## src/rtl/tncr_regs.svh

```systemverilog
// register offsets, field positions and reset values of the thermal bank
`ifndef TNCR_REGS_SVH
`define TNCR_REGS_SVH

// ----------------------------------------------------------------
// offsets
// ----------------------------------------------------------------
`define TNCR_OFS_RESERVED_SLOT      8'h15
`define TNCR_OFS_DIE_TEMP_CTRL      8'h16
`define TNCR_OFS_THERM_CHG_ADJ      8'h17
`define TNCR_OFS_THERM_THRESH       8'h18

// ----------------------------------------------------------------
// reset values
// ----------------------------------------------------------------
`define TNCR_RST_RESERVED_SLOT      8'h00
`define TNCR_RST_DIE_TEMP_CTRL      8'hc0
`define TNCR_RST_THERM_CHG_ADJ      8'h7a
`define TNCR_RST_THERM_THRESH       8'h54

// ----------------------------------------------------------------
// writable bit masks; all other positions are reserved
// ----------------------------------------------------------------
`define TNCR_WMASK_DIE_TEMP_CTRL    8'hfe
`define TNCR_WMASK_THERM_CHG_ADJ    8'hfe
`define TNCR_WMASK_THERM_THRESH     8'hff
// pulldown bits survive a watchdog expiry
`define TNCR_WDOG_KEEP_DIE_TEMP     8'h0e

// ----------------------------------------------------------------
// field positions
// ----------------------------------------------------------------
`define TNCR_THERMAL_REGULATION_SELECT_HI                7
`define TNCR_THERMAL_REGULATION_SELECT_LO                6
`define TNCR_THERMAL_SHUTDOWN_SELECT_HI               5
`define TNCR_THERMAL_SHUTDOWN_SELECT_LO               4
`define TNCR_BUS_PD_BIT             3
`define TNCR_ALT1_PD_BIT            2
`define TNCR_ALT2_PD_BIT            1
`define TNCR_VSET_HI                7
`define TNCR_VSET_LO                5
`define TNCR_ISETH_HI               4
`define TNCR_ISETH_LO               3
`define TNCR_ISETC_HI               2
`define TNCR_ISETC_LO               1
`define TNCR_COOL_HI                7
`define TNCR_COOL_LO                6
`define TNCR_WARM_HI                5
`define TNCR_WARM_LO                4
`define TNCR_HOT_HI                 3
`define TNCR_HOT_LO                 2
`define TNCR_COLD_BIT               1
`define TNCR_IGNORE_BIT             0

`endif

```

## src/rtl/tncr_pkg.sv

```systemverilog
// types shared by the thermal configuration bank
package tncr_pkg;

    // three-bit warm voltage reduction code
    typedef enum logic [2:0] {
        TNCR_VSET_SUSPEND = 3'h0,
        TNCR_VSET_M800    = 3'h1,
        TNCR_VSET_M600    = 3'h2,
        TNCR_VSET_M400    = 3'h3,
        TNCR_VSET_M300    = 3'h4,
        TNCR_VSET_M200    = 3'h5,
        TNCR_VSET_M100    = 3'h6,
        TNCR_VSET_KEEP    = 3'h7
    } tncr_vset_t;

    // two-bit current scale code, shared by warm and cool ranges
    typedef enum logic [1:0] {
        TNCR_ISET_SUSPEND = 2'h0,
        TNCR_ISET_PCT20   = 2'h1,
        TNCR_ISET_PCT40   = 2'h2,
        TNCR_ISET_KEEP    = 2'h3
    } tncr_iset_t;

    // supply-mode hot limit code
    typedef enum logic [1:0] {
        TNCR_HOT_P375 = 2'h0,
        TNCR_HOT_P342 = 2'h1,
        TNCR_HOT_P311 = 2'h2,
        TNCR_HOT_OFF  = 2'h3
    } tncr_hot_t;

endpackage

```

## src/rtl/tncr_decode.sv

```systemverilog
// decodes the charge-adjust and supply-mode codes into enable flags and pass-through codes
`timescale 1ns/1ps

module tncr_decode (
    input  wire logic [2:0] vset_code,
    input  wire logic [1:0] iset_code,
    input  wire logic [1:0] hot_code,
    output logic            suspend,
    output logic [2:0]      vreduce_onehot_idx,
    output logic            vreduce_active,
    output logic [1:0]      iscale_pct_sel,
    output logic            hot_check_enable
);

    // ------------------------------------------------------------
    // voltage code: 000 suspends, 111 leaves target alone
    // ------------------------------------------------------------
    always_comb begin
        suspend            = 1'b0;
        vreduce_active     = 1'b0;
        vreduce_onehot_idx = 3'h0;
        unique case (tncr_pkg::tncr_vset_t'(vset_code))
            tncr_pkg::TNCR_VSET_SUSPEND: begin
                suspend = 1'b1;
            end
            tncr_pkg::TNCR_VSET_KEEP: begin
                vreduce_active = 1'b0;
            end
            default: begin
                vreduce_active     = 1'b1;
                vreduce_onehot_idx = vset_code;
            end
        endcase
        // current suspend joins the voltage suspend
        if (tncr_pkg::tncr_iset_t'(iset_code) ==
            tncr_pkg::TNCR_ISET_SUSPEND) begin
            suspend = 1'b1;
        end
    end

    // current code 01/10 select 20%/40%, 11 unchanged
    assign iscale_pct_sel   = iset_code;
    // code 11 turns the hot check off
    assign hot_check_enable =
        (tncr_pkg::tncr_hot_t'(hot_code) != tncr_pkg::TNCR_HOT_OFF);

endmodule

```

## src/rtl/tncr_bank.sv

```systemverilog
// thermal and thermistor configuration register bank
`timescale 1ns/1ps
`include "tncr_regs.svh"

// Contract
// offset 0x15 is reserved, read-only, always reads zero.
// thermal regulation select 60/80/100/120 C, default 11, reset or watchdog.
// thermal shutdown select 150/130/120/85 C, default 00, reset or watchdog.
// bus pulldown enable, default off, cleared by register reset only.
// alternate input pulldown enables at bits 2 and 1, register reset only.
// warm voltage code: 000 suspend, reductions, 111 unchanged, default 011.
// warm current code: suspend, 20%, 40%, unchanged; default 11.
// cool current code uses same encoding, default 01.
// cool rising threshold select 71.7 to 62.9 percent, default 01.
// warm falling threshold select 48.2 to 37.5 percent, default 01.
// supply-mode hot limit 37.5/34.2/31.1 percent, 11 disables, default 01.
// supply-mode cold limit 77.5 percent at 0, 80.4 percent at 1.
// thermistor ignore forces temperature good, status bits held 0000.
// reserved bits ignore writes and read back zero.
module tncr_bank (
    input  wire logic       clk,
    input  wire logic       rst,
    input  wire logic       reg_reset,
    input  wire logic       watchdog_expired,
    input  wire logic       wr_en,
    input  wire logic       rd_en,
    input  wire logic [7:0] addr,
    input  wire logic [7:0] wdata,
    output logic [7:0]      rdata,
    output logic            addr_hit,
    input  wire logic [3:0] temp_status_raw,
    input  wire logic       temp_good_raw,
    output logic [3:0]      temp_status,
    output logic            temp_good,
    output logic [1:0]      thermal_regulation_select,
    output logic [1:0]      thermal_shutdown_select,
    output logic            bus_pulldown_enable,
    output logic            alt_input_one_pulldown_enable,
    output logic            alt_input_two_pulldown_enable,
    output logic [2:0]      warm_voltage_reduction,
    output logic [1:0]      warm_current_scale,
    output logic [1:0]      cool_current_scale,
    output logic [1:0]      cool_rising_threshold,
    output logic [1:0]      warm_falling_threshold,
    output logic [1:0]      supply_mode_hot_limit,
    output logic            supply_mode_cold_limit,
    output logic            thermistor_ignore,
    output logic            warm_suspend,
    output logic            warm_vreduce_active,
    output logic            cool_suspend,
    output logic            supply_hot_check_enable
);

    // ------------------------------------------------------------
    // storage
    // ------------------------------------------------------------
    logic [7:0] die_temp_reg;
    logic [7:0] chg_adj_reg;
    logic [7:0] thresh_reg;
    logic [7:0] rdata_next;
    logic       hit_next;
    logic       watchdog_only;

    // register reset takes precedence over a simultaneous watchdog
    assign watchdog_only = watchdog_expired & ~reg_reset;

    // die temperature control: pulldowns survive watchdog
    always_ff @(posedge clk) begin
        if (rst || reg_reset) begin
            die_temp_reg <= `TNCR_RST_DIE_TEMP_CTRL;  // see R2
        end else if (watchdog_only) begin
            // only regulation and shutdown selects go home; see R4
            die_temp_reg <= (die_temp_reg & `TNCR_WDOG_KEEP_DIE_TEMP) |
                            (`TNCR_RST_DIE_TEMP_CTRL &
                             ~`TNCR_WDOG_KEEP_DIE_TEMP);
        end else if (wr_en && addr == `TNCR_OFS_DIE_TEMP_CTRL) begin
            die_temp_reg <= wdata & `TNCR_WMASK_DIE_TEMP_CTRL;
        end
    end

    // charge adjust register: all fields reset by both causes
    always_ff @(posedge clk) begin
        if (rst || reg_reset || watchdog_expired) begin
            chg_adj_reg <= `TNCR_RST_THERM_CHG_ADJ;  // see R6 see R7
        end else if (wr_en && addr == `TNCR_OFS_THERM_CHG_ADJ) begin
            chg_adj_reg <= wdata & `TNCR_WMASK_THERM_CHG_ADJ;
        end
    end

    // thresholds register
    always_ff @(posedge clk) begin
        if (rst || reg_reset || watchdog_expired) begin
            thresh_reg <= `TNCR_RST_THERM_THRESH;    // see R9
        end else if (wr_en && addr == `TNCR_OFS_THERM_THRESH) begin
            thresh_reg <= wdata & `TNCR_WMASK_THERM_THRESH;
        end
    end

    // ------------------------------------------------------------
    // read path
    // ------------------------------------------------------------
    // reserved slot and bits are constant zero, no storage needed
    always_comb begin
        rdata_next = 8'h00;
        hit_next   = 1'b1;
        unique case (addr)
            `TNCR_OFS_RESERVED_SLOT: rdata_next = `TNCR_RST_RESERVED_SLOT;
            `TNCR_OFS_DIE_TEMP_CTRL: rdata_next = die_temp_reg;
            `TNCR_OFS_THERM_CHG_ADJ: rdata_next = chg_adj_reg;
            `TNCR_OFS_THERM_THRESH:  rdata_next = thresh_reg;
            default:                 hit_next   = 1'b0;
        endcase
    end

    // registered read data, one cycle after rd_en; see R1
    always_ff @(posedge clk) begin
        if (rst) begin
            rdata    <= 8'h00;
            addr_hit <= 1'b0;
        end else if (rd_en) begin
            rdata    <= rdata_next;
            addr_hit <= hit_next;
        end
    end

    // ------------------------------------------------------------
    // field outputs
    // ------------------------------------------------------------
    assign thermal_regulation_select =
        die_temp_reg[`TNCR_THERMAL_REGULATION_SELECT_HI:`TNCR_THERMAL_REGULATION_SELECT_LO];
    assign thermal_shutdown_select =
        die_temp_reg[`TNCR_THERMAL_SHUTDOWN_SELECT_HI:`TNCR_THERMAL_SHUTDOWN_SELECT_LO];
    assign bus_pulldown_enable = die_temp_reg[`TNCR_BUS_PD_BIT];
    assign alt_input_one_pulldown_enable =
        die_temp_reg[`TNCR_ALT1_PD_BIT];
    assign alt_input_two_pulldown_enable =
        die_temp_reg[`TNCR_ALT2_PD_BIT];
    assign warm_voltage_reduction =
        chg_adj_reg[`TNCR_VSET_HI:`TNCR_VSET_LO];
    assign warm_current_scale =
        chg_adj_reg[`TNCR_ISETH_HI:`TNCR_ISETH_LO];
    assign cool_current_scale =
        chg_adj_reg[`TNCR_ISETC_HI:`TNCR_ISETC_LO];
    assign cool_rising_threshold =
        thresh_reg[`TNCR_COOL_HI:`TNCR_COOL_LO];
    assign warm_falling_threshold =
        thresh_reg[`TNCR_WARM_HI:`TNCR_WARM_LO];
    assign supply_mode_hot_limit =
        thresh_reg[`TNCR_HOT_HI:`TNCR_HOT_LO];
    assign supply_mode_cold_limit = thresh_reg[`TNCR_COLD_BIT];
    assign thermistor_ignore = thresh_reg[`TNCR_IGNORE_BIT];

    // ------------------------------------------------------------
    // thermistor ignore: force good, mask status
    // ------------------------------------------------------------
    // combinational so the override takes effect with the write
    assign temp_status = thermistor_ignore ? 4'h0 : temp_status_raw;
    assign temp_good   = thermistor_ignore | temp_good_raw;

    // ------------------------------------------------------------
    // code decoders for warm and cool ranges
    // ------------------------------------------------------------
    // warm range uses voltage, current and the supply hot code
    tncr_decode u_warm_decode (
        .vset_code          (warm_voltage_reduction),
        .iset_code          (warm_current_scale),
        .hot_code           (supply_mode_hot_limit),
        .suspend            (warm_suspend),
        .vreduce_onehot_idx (),
        .vreduce_active     (warm_vreduce_active),
        .iscale_pct_sel     (),
        .hot_check_enable   (supply_hot_check_enable)
    );

    // cool range has no voltage code; feed "unchanged"
    tncr_decode u_cool_decode (
        .vset_code          (3'h7),
        .iset_code          (cool_current_scale),
        .hot_code           (2'h0),
        .suspend            (cool_suspend),
        .vreduce_onehot_idx (),
        .vreduce_active     (),
        .iscale_pct_sel     (),
        .hot_check_enable   ()
    );

endmodule

```

## config.mk

```make
export PLATFORM = sky130hd
export DESIGN_NAME = tncr_bank
export DESIGN_NICKNAME = d
export VERILOG_FILES = /design/src/rtl/tncr_pkg.sv /design/src/rtl/tncr_decode.sv /design/src/rtl/tncr_bank.sv
export VERILOG_INCLUDE_DIRS = /design/src /design/src/rtl
export SDC_FILE = /design/constraint.sdc
export NUM_CORES = 1
export LEC_CHECK = 0
export ABC_AREA = 1
export BUFFER_PORTS_ARGS = -buffer_cell sky130_fd_sc_hd__buf_2
export CELL_PAD_IN_SITES_DETAIL_PLACEMENT = 1
export CELL_PAD_IN_SITES_GLOBAL_PLACEMENT = 1
export CORE_MARGIN = 2
export CORE_UTILIZATION = 34
export CTS_BUF_LIST = sky130_fd_sc_hd__clkbuf_4 sky130_fd_sc_hd__clkbuf_8
export DETAILED_ROUTE_END_ITERATION = 6
export GPL_TIMING_DRIVEN = 0
export PLACE_DENSITY = 0.89
export SKIP_LAST_GASP = 1
export SYNTH_ARGS = -nofsm -noshare
export SYNTH_HDL_FRONTEND = slang
export SYNTH_SLANG_ARGS = --single-unit
```

## constraint.sdc

```tcl
create_clock -name clk -period 1.65 [get_ports clk]
set_clock_uncertainty 0.15 [all_clocks]
set_input_delay 0.495 -clock clk [delete_from_list [all_inputs] [get_ports clk]]
set_output_delay 0.495 -clock clk [all_outputs]
set_load 0.05 [all_outputs]
```

# Yosys cells after proc, flatten, opt, wreduce, memory -nomap -nowiden
# Cells that the tools add are included.
[classes]
shifts = 0
n_bitwise = 4
eq_ne = 6
div = 0
mux = 7
n_lt_le_gt_ge = 0
n_reduce_logical = 12
mul = 0
add_sub_neg = 0
[ops]
columns = ["operator", "n"]
rows = [
  ["equality test 8 x 5 -> 1 bit (second input constant)", 4],
  ["case mux 8 bit (3 select lines)", 1],
  ["two-way mux 1 bit", 5],
  ["zero test 2 bit", 2],
  ["two-way mux 4 bit", 1],
  ["OR reduction 2 bit", 2],
  ["OR reduction 4 bit", 1],
  ["equality test 3 bit (second input constant)", 1],
  ["logical AND 1 bit", 3],
  ["zero test 3 bit", 1],
  ["logical OR 1 bit", 2],
  ["!= test 2 bit (second input constant)", 1],
  ["NOT 1 bit", 2],
  ["AND reduction 2 bit", 1],
  ["bitwise AND 1 bit", 1],
  ["OR 1 bit", 1],
]
[totals]
mem_bits_ro = 0
inputBits = 27
reg_bits = 31
word_cells = 35
latch_bits = 0
mem_bits_rw = 0
n_memories = 0

# Depth between registers and ports, before layout
# Gate-level depths: netlist of run 1.
[logic_depth]
word_depth = 4
depth_mapped = 8
depth_no_buf = 8

# By module
# From an unflattened synthesis of run 1, not the netlist that was laid out.
[unflattened]
cells_unflattened = 229
area_unflattened_um2 = 1635.3
[modules_own_cells]
columns = ["mod", "cells_per_inst", "seq_area_each_um2", "n_inst", "area_each_um2"]
rows = [
  ["tncr_bank", 203, 620.6, 1, 1500.2],
  ["tncr_decode", 13, 0.0, 2, 67.6],
]

# Worst setup path after synthesis of run 1
# OpenSTA, ideal clock, no wires.
[synth_path]
path_type = "flip-flop to output port"
startpoint = "reg chg_adj_reg[5]"
endpoint = "out warm_vreduce_active"
stages_incl_launch_ff = 3
n_path_buf = 0
path_slack_ps = -464
t_arrival_ps = 1469
path_cell_list = "dfxtp_1 > nor3_1 > nor2_1"
[synth_between]
elab_chain_cells = 3
word_cells_on_any_way = 4
[synth_lines]
columns = ["element", "line", "source"]
rows = [
  ["start: declaration", "tncr_bank.sv:58", "logic [7:0] chg_adj_reg;"],
  ["start signal: assignment", "tncr_bank.sv:84", "chg_adj_reg <= `TNCR_RST_THERM_CHG_ADJ;"],
  ["start signal: assignment", "tncr_bank.sv:86", "chg_adj_reg <= wdata & `TNCR_WMASK_THERM_CHG_ADJ;"],
  ["equality test 3 bit or zero test 3 bit (tied branches)", "tncr_decode.sv:22", "unique case (tncr_pkg::tncr_vset_t'(vset_code))"],
  ["OR reduction 2 bit (no line) *", "-", ""],
  ["two-way mux 1 bit *", "tncr_decode.sv:22", ""],
  ["end: declaration", "tncr_bank.sv:49", "output logic warm_vreduce_active,"],
]
# Mark *: on every way between the ends. The rest lies on a longest branch, timed or not.

# Final worst setup path of run 1
[layout_path]
startpoint = "reg chg_adj_reg[7]"
endpoint = "out warm_vreduce_active"
# Same word-level chain as after synthesis.

==> impl_metrics.env, run 1 <==
export IMPL_status="complete, but fails checks"
export IMPL_violations="setup timing"
export IMPL_slew_headroom_pct=79.6
export IMPL_detail_route_antenna_nets=0
export IMPL_cp_slowest_cell="dfxtp_4"
export IMPL_p_sw_uw=406
export IMPL_die_x_um=72.5
export IMPL_routabilityCongestion=0.789
export IMPL_crit_required_ns=1.00
export IMPL_grt_use_total_pct=21.2
export IMPL_crit_chain="nor3_4, buf_4, nor2_4, buf_6"
export IMPL_clockRootBuffer="clkbuf_8"
export IMPL_hold_buffers=0
export IMPL_worstSetupStartpointType="register"
export IMPL_seqCellArea_um2=636
export IMPL_finalSetupTns_ns=-0.415
export IMPL_port_buffer_count=65
export IMPL_numCtsBuffers=5
export IMPL_drcViolationCount=0
export IMPL_postSynthAreaPerCell_um2=7.53
export IMPL_drv_cap=0
export IMPL_start_util_pct=35.9
export IMPL_switching_share_pct=26.4
export IMPL_dieHeight_um=72.5
export IMPL_min_from="wdata[0]"
export IMPL_hold_depth=3
export IMPL_powerDensity_mw_per_mm2=682
export IMPL_dr_pass1_iters=4
export IMPL_core_mm2=0.00444
export IMPL_r2r_start="chg_adj_reg[7]"
export IMPL_grt_max_degree=11
export IMPL_yosysUniqueCellTypes=25
export IMPL_worstSkewPairLatency_ns=0.29
export IMPL_worst_slack_ns=-0.168
export IMPL_wire_per_inst_um=15.9
export IMPL_hpwl_mm=3.79
export IMPL_yosysWarnings=0
export IMPL_startpoint="chg_adj_reg[7]"
export IMPL_cp_num_buf_inv=2
export IMPL_timing_fmax_mhz=550
export IMPL_min_period_ns=1.82
export IMPL_vias=1685
export IMPL_seqPwrFrac_pct=48.4
export IMPL_cp_top_family="flip-flops"
export IMPL_final_cell_mix="49 x buf_2, 44 x nand2_1, 42 x nand3_1"
export IMPL_tightest_slew_ns=0.306
export IMPL_clk_pin_slew_ns=0.06
export IMPL_fin_crit_sh_pct=110
export IMPL_synthCells=212
export IMPL_cts_tree="done"
export IMPL_crit_type="reg -> out"
export IMPL_drt_iter0_drc=60
export IMPL_power_share_clock_pct=40.1
export IMPL_slew_violations=0
export IMPL_utilization_pct=50.8
export IMPL_syn2layout_area_growth_pct=41.5
export IMPL_combPwrFrac_pct=11.5
export IMPL_globalRouteOverflowTotal=0
export IMPL_drive_gt1_share_pct=43.8
export IMPL_fillers=581
export IMPL_h_tree_depth=2
export IMPL_antenna_found_initial=0
export IMPL_seq_area_frac_synth_pct=38.9
export IMPL_routed_wirelength_mm=5.40
export IMPL_ioPinCount=67
export IMPL_nets=314
export IMPL_cp_max_fo=4
export IMPL_rows=24
export IMPL_dieArea_mm2=0.00526
export IMPL_finalHoldViolCount=0
export IMPL_peakVddDrop_uv=472
export IMPL_crit_arrival_ns=1.17
export IMPL_worst_hold_path_type="in -> reg"
export IMPL_final_common_cell="buf_2"
export IMPL_rsz0062_at_grt="yes"
export IMPL_p_int_mw=1.13
export IMPL_grt_first_pass_wirelength_mm=8.58
export IMPL_ff2ff_path_depth=5
export IMPL_p_leak_nw=1.13
export IMPL_syn_area_mm2=0.00160
export IMPL_clock_sink_count=31
export IMPL_drt_vias_per_instance=4.96
export IMPL_max_stage_delay_ns=0.36
export IMPL_synthesis_nets=239
export IMPL_n_antenna_cell=0
export IMPL_grt_pass1_vias=1723
export IMPL_end_kind="output pin"
export IMPL_finalSetupViolCount=4
export IMPL_synth_seq_cells=31
export IMPL_crit_cells=4
export IMPL_multiInputGateArea_um2=921
export IMPL_cts_buffer_depth=2
-- kinds of logic (layout without fill, tap and decap cells) --
logic type             count (synthesis)  in the layout  share of synthesized area (%)
buffers and inverters                 25            101                           7.84
AND/OR/NAND/NOR                      132            132                           43.7
flip-flops                            31             31                           38.9
AO/OA/AOI/OAI                         24             24                           9.64
-- per-stage QoR --
stage	hold slack (ns)	power (mW)	cells	setup WS [ns]	cell area (um2)
finish	0.278	1.54	340	-0.168	2260
global route	0.287	1.60	340	-0.219	2260
CTS	0.279	1.53	339	-0.168	2190
detailed placement	0.306	0.924	329	-0.156	2030
global placement	0.299	0.921	329	-0.115	2030
floorplan	0.444	0.865	212	0.00773	1640
-- what timing repair did --
action	in CTS	in global routing
buffers inserted	2	1
endpoints found under the setup margin	13	15
gates resized for setup	20	20
pin swaps	2	0
-- layer usage --
layer  GRT usage (%)  wire length (um)  up-vias
met1            25.5              2350      802
met2            36.4              2770       35
met3            6.11               168        9
li1                -                 -      839
met4            6.38               114        0
met5               0                 0        -
-- Yosys cell counts --
master	n	area, um2
o21ai_1	2	10.0
inv_4	1	6.26
nand3_1	42	210
nand2_2	4	25.0
nand2_1	45	169
nand4_1	1	6.26
nor2_4	3	33.8
o21ai_0	6	30.0
nor2_8	4	80.1
a31oi_1	1	6.26
o21bai_1	1	7.51
nor2_1	25	93.8
buf_4	1	7.51
nand2_4	4	45.0
inv_1	18	67.6
nand3_4	1	17.5
buf_6	3	33.8
clkinv_2	1	5.00
nor3_1	2	10.0
a21oi_2	7	61.3
o21ai_2	1	8.76
dfxtp_1	31	621
a21oi_1	6	30.0
buf_2	1	5.00
or2_2	1	6.26
-- final cells by class --
type,instances,share of cell area [%]
plain buffers,5,2.05
flip-flops and latches,31,28.1
clock inverters,1,0.221
multi-input cells,156,40.8
clock buffers,7,3.71
well taps,52,2.88
inverters,20,3.49
repair buffers,68,18.8
-- final timing paths --
kind                               to  slack [ns]
setup / recovery  warm_vreduce_active       -0.17
hold reg to reg              rdata[0]        0.31
setup reg to reg             rdata[7]        0.58
hold / removal          thresh_reg[0]        0.28
-- worst min-delay path, delay by kind of cell --
kind | cells | cell delay (ns)
AND/OR/NAND/NOR | 2 | 0.11
buffers and inverters | 1 | 0.07
-- power by group through the flow --
stage	Sequential, mW	Combinational (mW)	Clock (mW)
4_1_cts	0.748	0.167	0.619
3_5_place_dp	0.766	0.158	0
2_1_floorplan	0.768	0.0967	0
3_3_place_gp	0.766	0.155	0
6_report	0.746	0.177	0.618
5_1_grt	0.746	0.189	0.661
Power figures use the tool's default switching activity.
==> run 2: changes to the inputs <==
--- a/config.mk
+++ b/config.mk
@@ -10,10 +10,12 @@
 export BUFFER_PORTS_ARGS = -buffer_cell sky130_fd_sc_hd__buf_2
 export CELL_PAD_IN_SITES_DETAIL_PLACEMENT = 1
 export CELL_PAD_IN_SITES_GLOBAL_PLACEMENT = 1
+export CORE_ASPECT_RATIO = 0.6
 export CORE_MARGIN = 2
 export CORE_UTILIZATION = 34
 export CTS_BUF_LIST = sky130_fd_sc_hd__clkbuf_4 sky130_fd_sc_hd__clkbuf_8
 export DETAILED_ROUTE_END_ITERATION = 6
+export GPL_ROUTABILITY_DRIVEN = 1
 export GPL_TIMING_DRIVEN = 0
 export PLACE_DENSITY = 0.89
 export SKIP_LAST_GASP = 1
==> run 2 against run 1 <==
The flow still finishes with violations (setup timing). Sequential power is essentially flat. Register-to-register slack lost 0.11 ns. Power shrank 3.8%. Clock power shrank 8.3%. Largest power group unchanged.
==> impl_metrics.env, run 2 (synthesis gave the netlist of run 1 again) <==
export IMPL_status="complete, but fails checks"
export IMPL_violations="setup timing"
export IMPL_crit_chain="nor3_4, o21bai_4, buf_6"
export IMPL_grt_pass1_vias=1779
export IMPL_rsz0062_at_grt="yes"
export IMPL_cp_slowest_cell="dfxtp_4"
export IMPL_drt_iter0_drc=38
export IMPL_slew_headroom_pct=79.1
export IMPL_core_mm2=0.00454
export IMPL_powerDensity_mw_per_mm2=653
export IMPL_crit_path_end="warm_suspend"
export IMPL_dieHeight_um=57.1
export IMPL_startpoint="chg_adj_reg[7]"
export IMPL_grt_max_degree=11
export IMPL_rows=19
export IMPL_dr_pass1_iters=4
export IMPL_h_tree_depth=2
export IMPL_clock_sink_count=31
export IMPL_crit_type="reg -> out"
export IMPL_wire_per_inst_um=14.7
export IMPL_grt_use_total_pct=21.0
export IMPL_hold_buffers=0
export IMPL_nets=319
export IMPL_r2r_setup_slack_ns=0.47
export IMPL_antenna_found_initial=0
export IMPL_finalSetupViolCount=4
export IMPL_design_area_mm2=0.00227
export IMPL_syn2layout_area_growth_pct=42.2
export IMPL_worst_hold_path_type="in -> reg"
export IMPL_worstSkewPairLatency_ns=0.28
export IMPL_crit_required_ns=1.00
export IMPL_globalRouteOverflowTotal=0
export IMPL_port_buffer_count=65
export IMPL_final_common_cell="buf_2"
export IMPL_cp_num_buf_inv=1
export IMPL_min_period_ns=1.80
export IMPL_dieArea_mm2=0.00528
export IMPL_vias=1725
export IMPL_max_stage_delay_ns=0.36
export IMPL_ioPinCount=67
export IMPL_worstSetupStartpointType="register"
export IMPL_timing_fmax_mhz=556
export IMPL_cp_max_fo=3
export IMPL_fin_crit_sh_pct=109
export IMPL_slew_violations=0
export IMPL_tightest_slew_ns=0.313
export IMPL_ff2ff_path_depth=6
export IMPL_drcViolationCount=0
export IMPL_crit_arrival_ns=1.15
export IMPL_hold_depth=3
export IMPL_worst_slack_ns=-0.149
export IMPL_clockRootBuffer="clkbuf_8"
export IMPL_grt_first_pass_wirelength_mm=8.50
export IMPL_clk_pin_slew_ns=0.07
export IMPL_r2r_start="chg_adj_reg[7]"
export IMPL_finalSetupTns_ns=-0.314
export IMPL_numCtsBuffers=5
export IMPL_crit_cells=3
export IMPL_p_leak_nw=1.14
export IMPL_cts_buffer_depth=2
export IMPL_drt_vias_per_instance=4.87
export IMPL_detail_route_antenna_nets=0
export IMPL_drv_cap=0
export IMPL_final_cell_mix="50 x buf_2, 44 x nand2_1, 42 x nand3_1"
export IMPL_die_x_um=92.5
export IMPL_r2r_end="rdata[7]"
export IMPL_routed_wirelength_mm=5.19
export IMPL_finalHoldViolCount=0
export IMPL_start_util_pct=35.2
export IMPL_routabilityCongestion=0.797
export IMPL_place_area_mm2=0.00204
export IMPL_drive_gt1_share_pct=44.0
export IMPL_hpwl_mm=3.86
export IMPL_peakVddDrop_uv=392
export IMPL_cp_top_family="flip-flops"
export IMPL_end_kind="output pin"
export IMPL_n_antenna_cell=0
export IMPL_cts_tree="done"
-- run 2: changes by cell type in the layout (fill, tap and decap cells not counted), sizes merged --
| cell | delta |
|---|---|
| clkbuf | -2 |
| clkinv | -1 |
| buf | +6 |
-- run 2: metrics by stage --
stage / std cells / util, % / hold WS, ns / power, mW / worst slack [ns]
CTS: 350 / 48.8 / 0.300 / 1.50 / -0.160
detailed placement: 340 / 45.0 / 0.316 / 0.928 / -0.205
floorplan: 212 / - / 0.444 / 0.865 / 0.00773
finish: 354 / 50.0 / 0.302 / 1.48 / -0.149
global placement: 340 / 45.0 / 0.305 / 0.925 / -0.179
global route: 354 / 50.0 / 0.316 / 1.55 / -0.216
-- run 2: what timing repair did --
| action | CTS | global route |
|---|---|---|
| resized for setup | 23 | 13 |
| pin swaps | 2 | 2 |
| setup buffers | 4 | 4 |
| endpoints found under the setup margin | 11 | 16 |
| gates cloned | 0 | 0 |
-- run 2: worst register-to-register path, cell delays in order (launching register included) --
cell	delay [ns]
dfxtp_4	0.36
buf_4	0.14
buf_4	0.12
nand3_1	0.07
nand3_1	0.09
nand2_1	0.08
a21oi_2	0.05
-- run 2: worst min path at each step --
stage	start	to	slack, ns
2_1_floorplan	chg_adj_reg[7]	chg_adj_reg[7]	0.44
5_1_grt	wdata[2]	thresh_reg[2]	0.32
6_report	wdata[6]	chg_adj_reg[6]	0.30
3_5_place_dp	rdata[0]	rdata[0]	0.32
3_3_place_gp	rdata[0]	rdata[0]	0.31
4_1_cts	wdata[6]	chg_adj_reg[6]	0.30
-- run 2: routing by layer --
metal / share of wire, % / GRT usage [%]
met1: 47 / 28.4
met2: 44 / 32.5
met3: 6.6 / 5.28
met4: 1.5 / 8.32
met5: 0 / 0
-- run 2: power by group --
part / leakage, nW / switching [mW] / internal [mW] / total [mW]
Sequential: 0.251 / 0.000470 / 0.742 / 0.743
Clock: 0.0406 / 0.270 / 0.297 / 0.567
Combinational: 0.849 / 0.115 / 0.0588 / 0.174
Total: 1.14 / 0.385 / 1.10 / 1.48
-- run 2: layout make-up --
cell class,count,area [um2]
fill,586,2270
multi-input combinational,156,901
sequential,31,638
timing repair buffer,73,452
inverter,20,78.8
tap,63,78.8
clock buffer,6,76.3
buffer,5,46.3
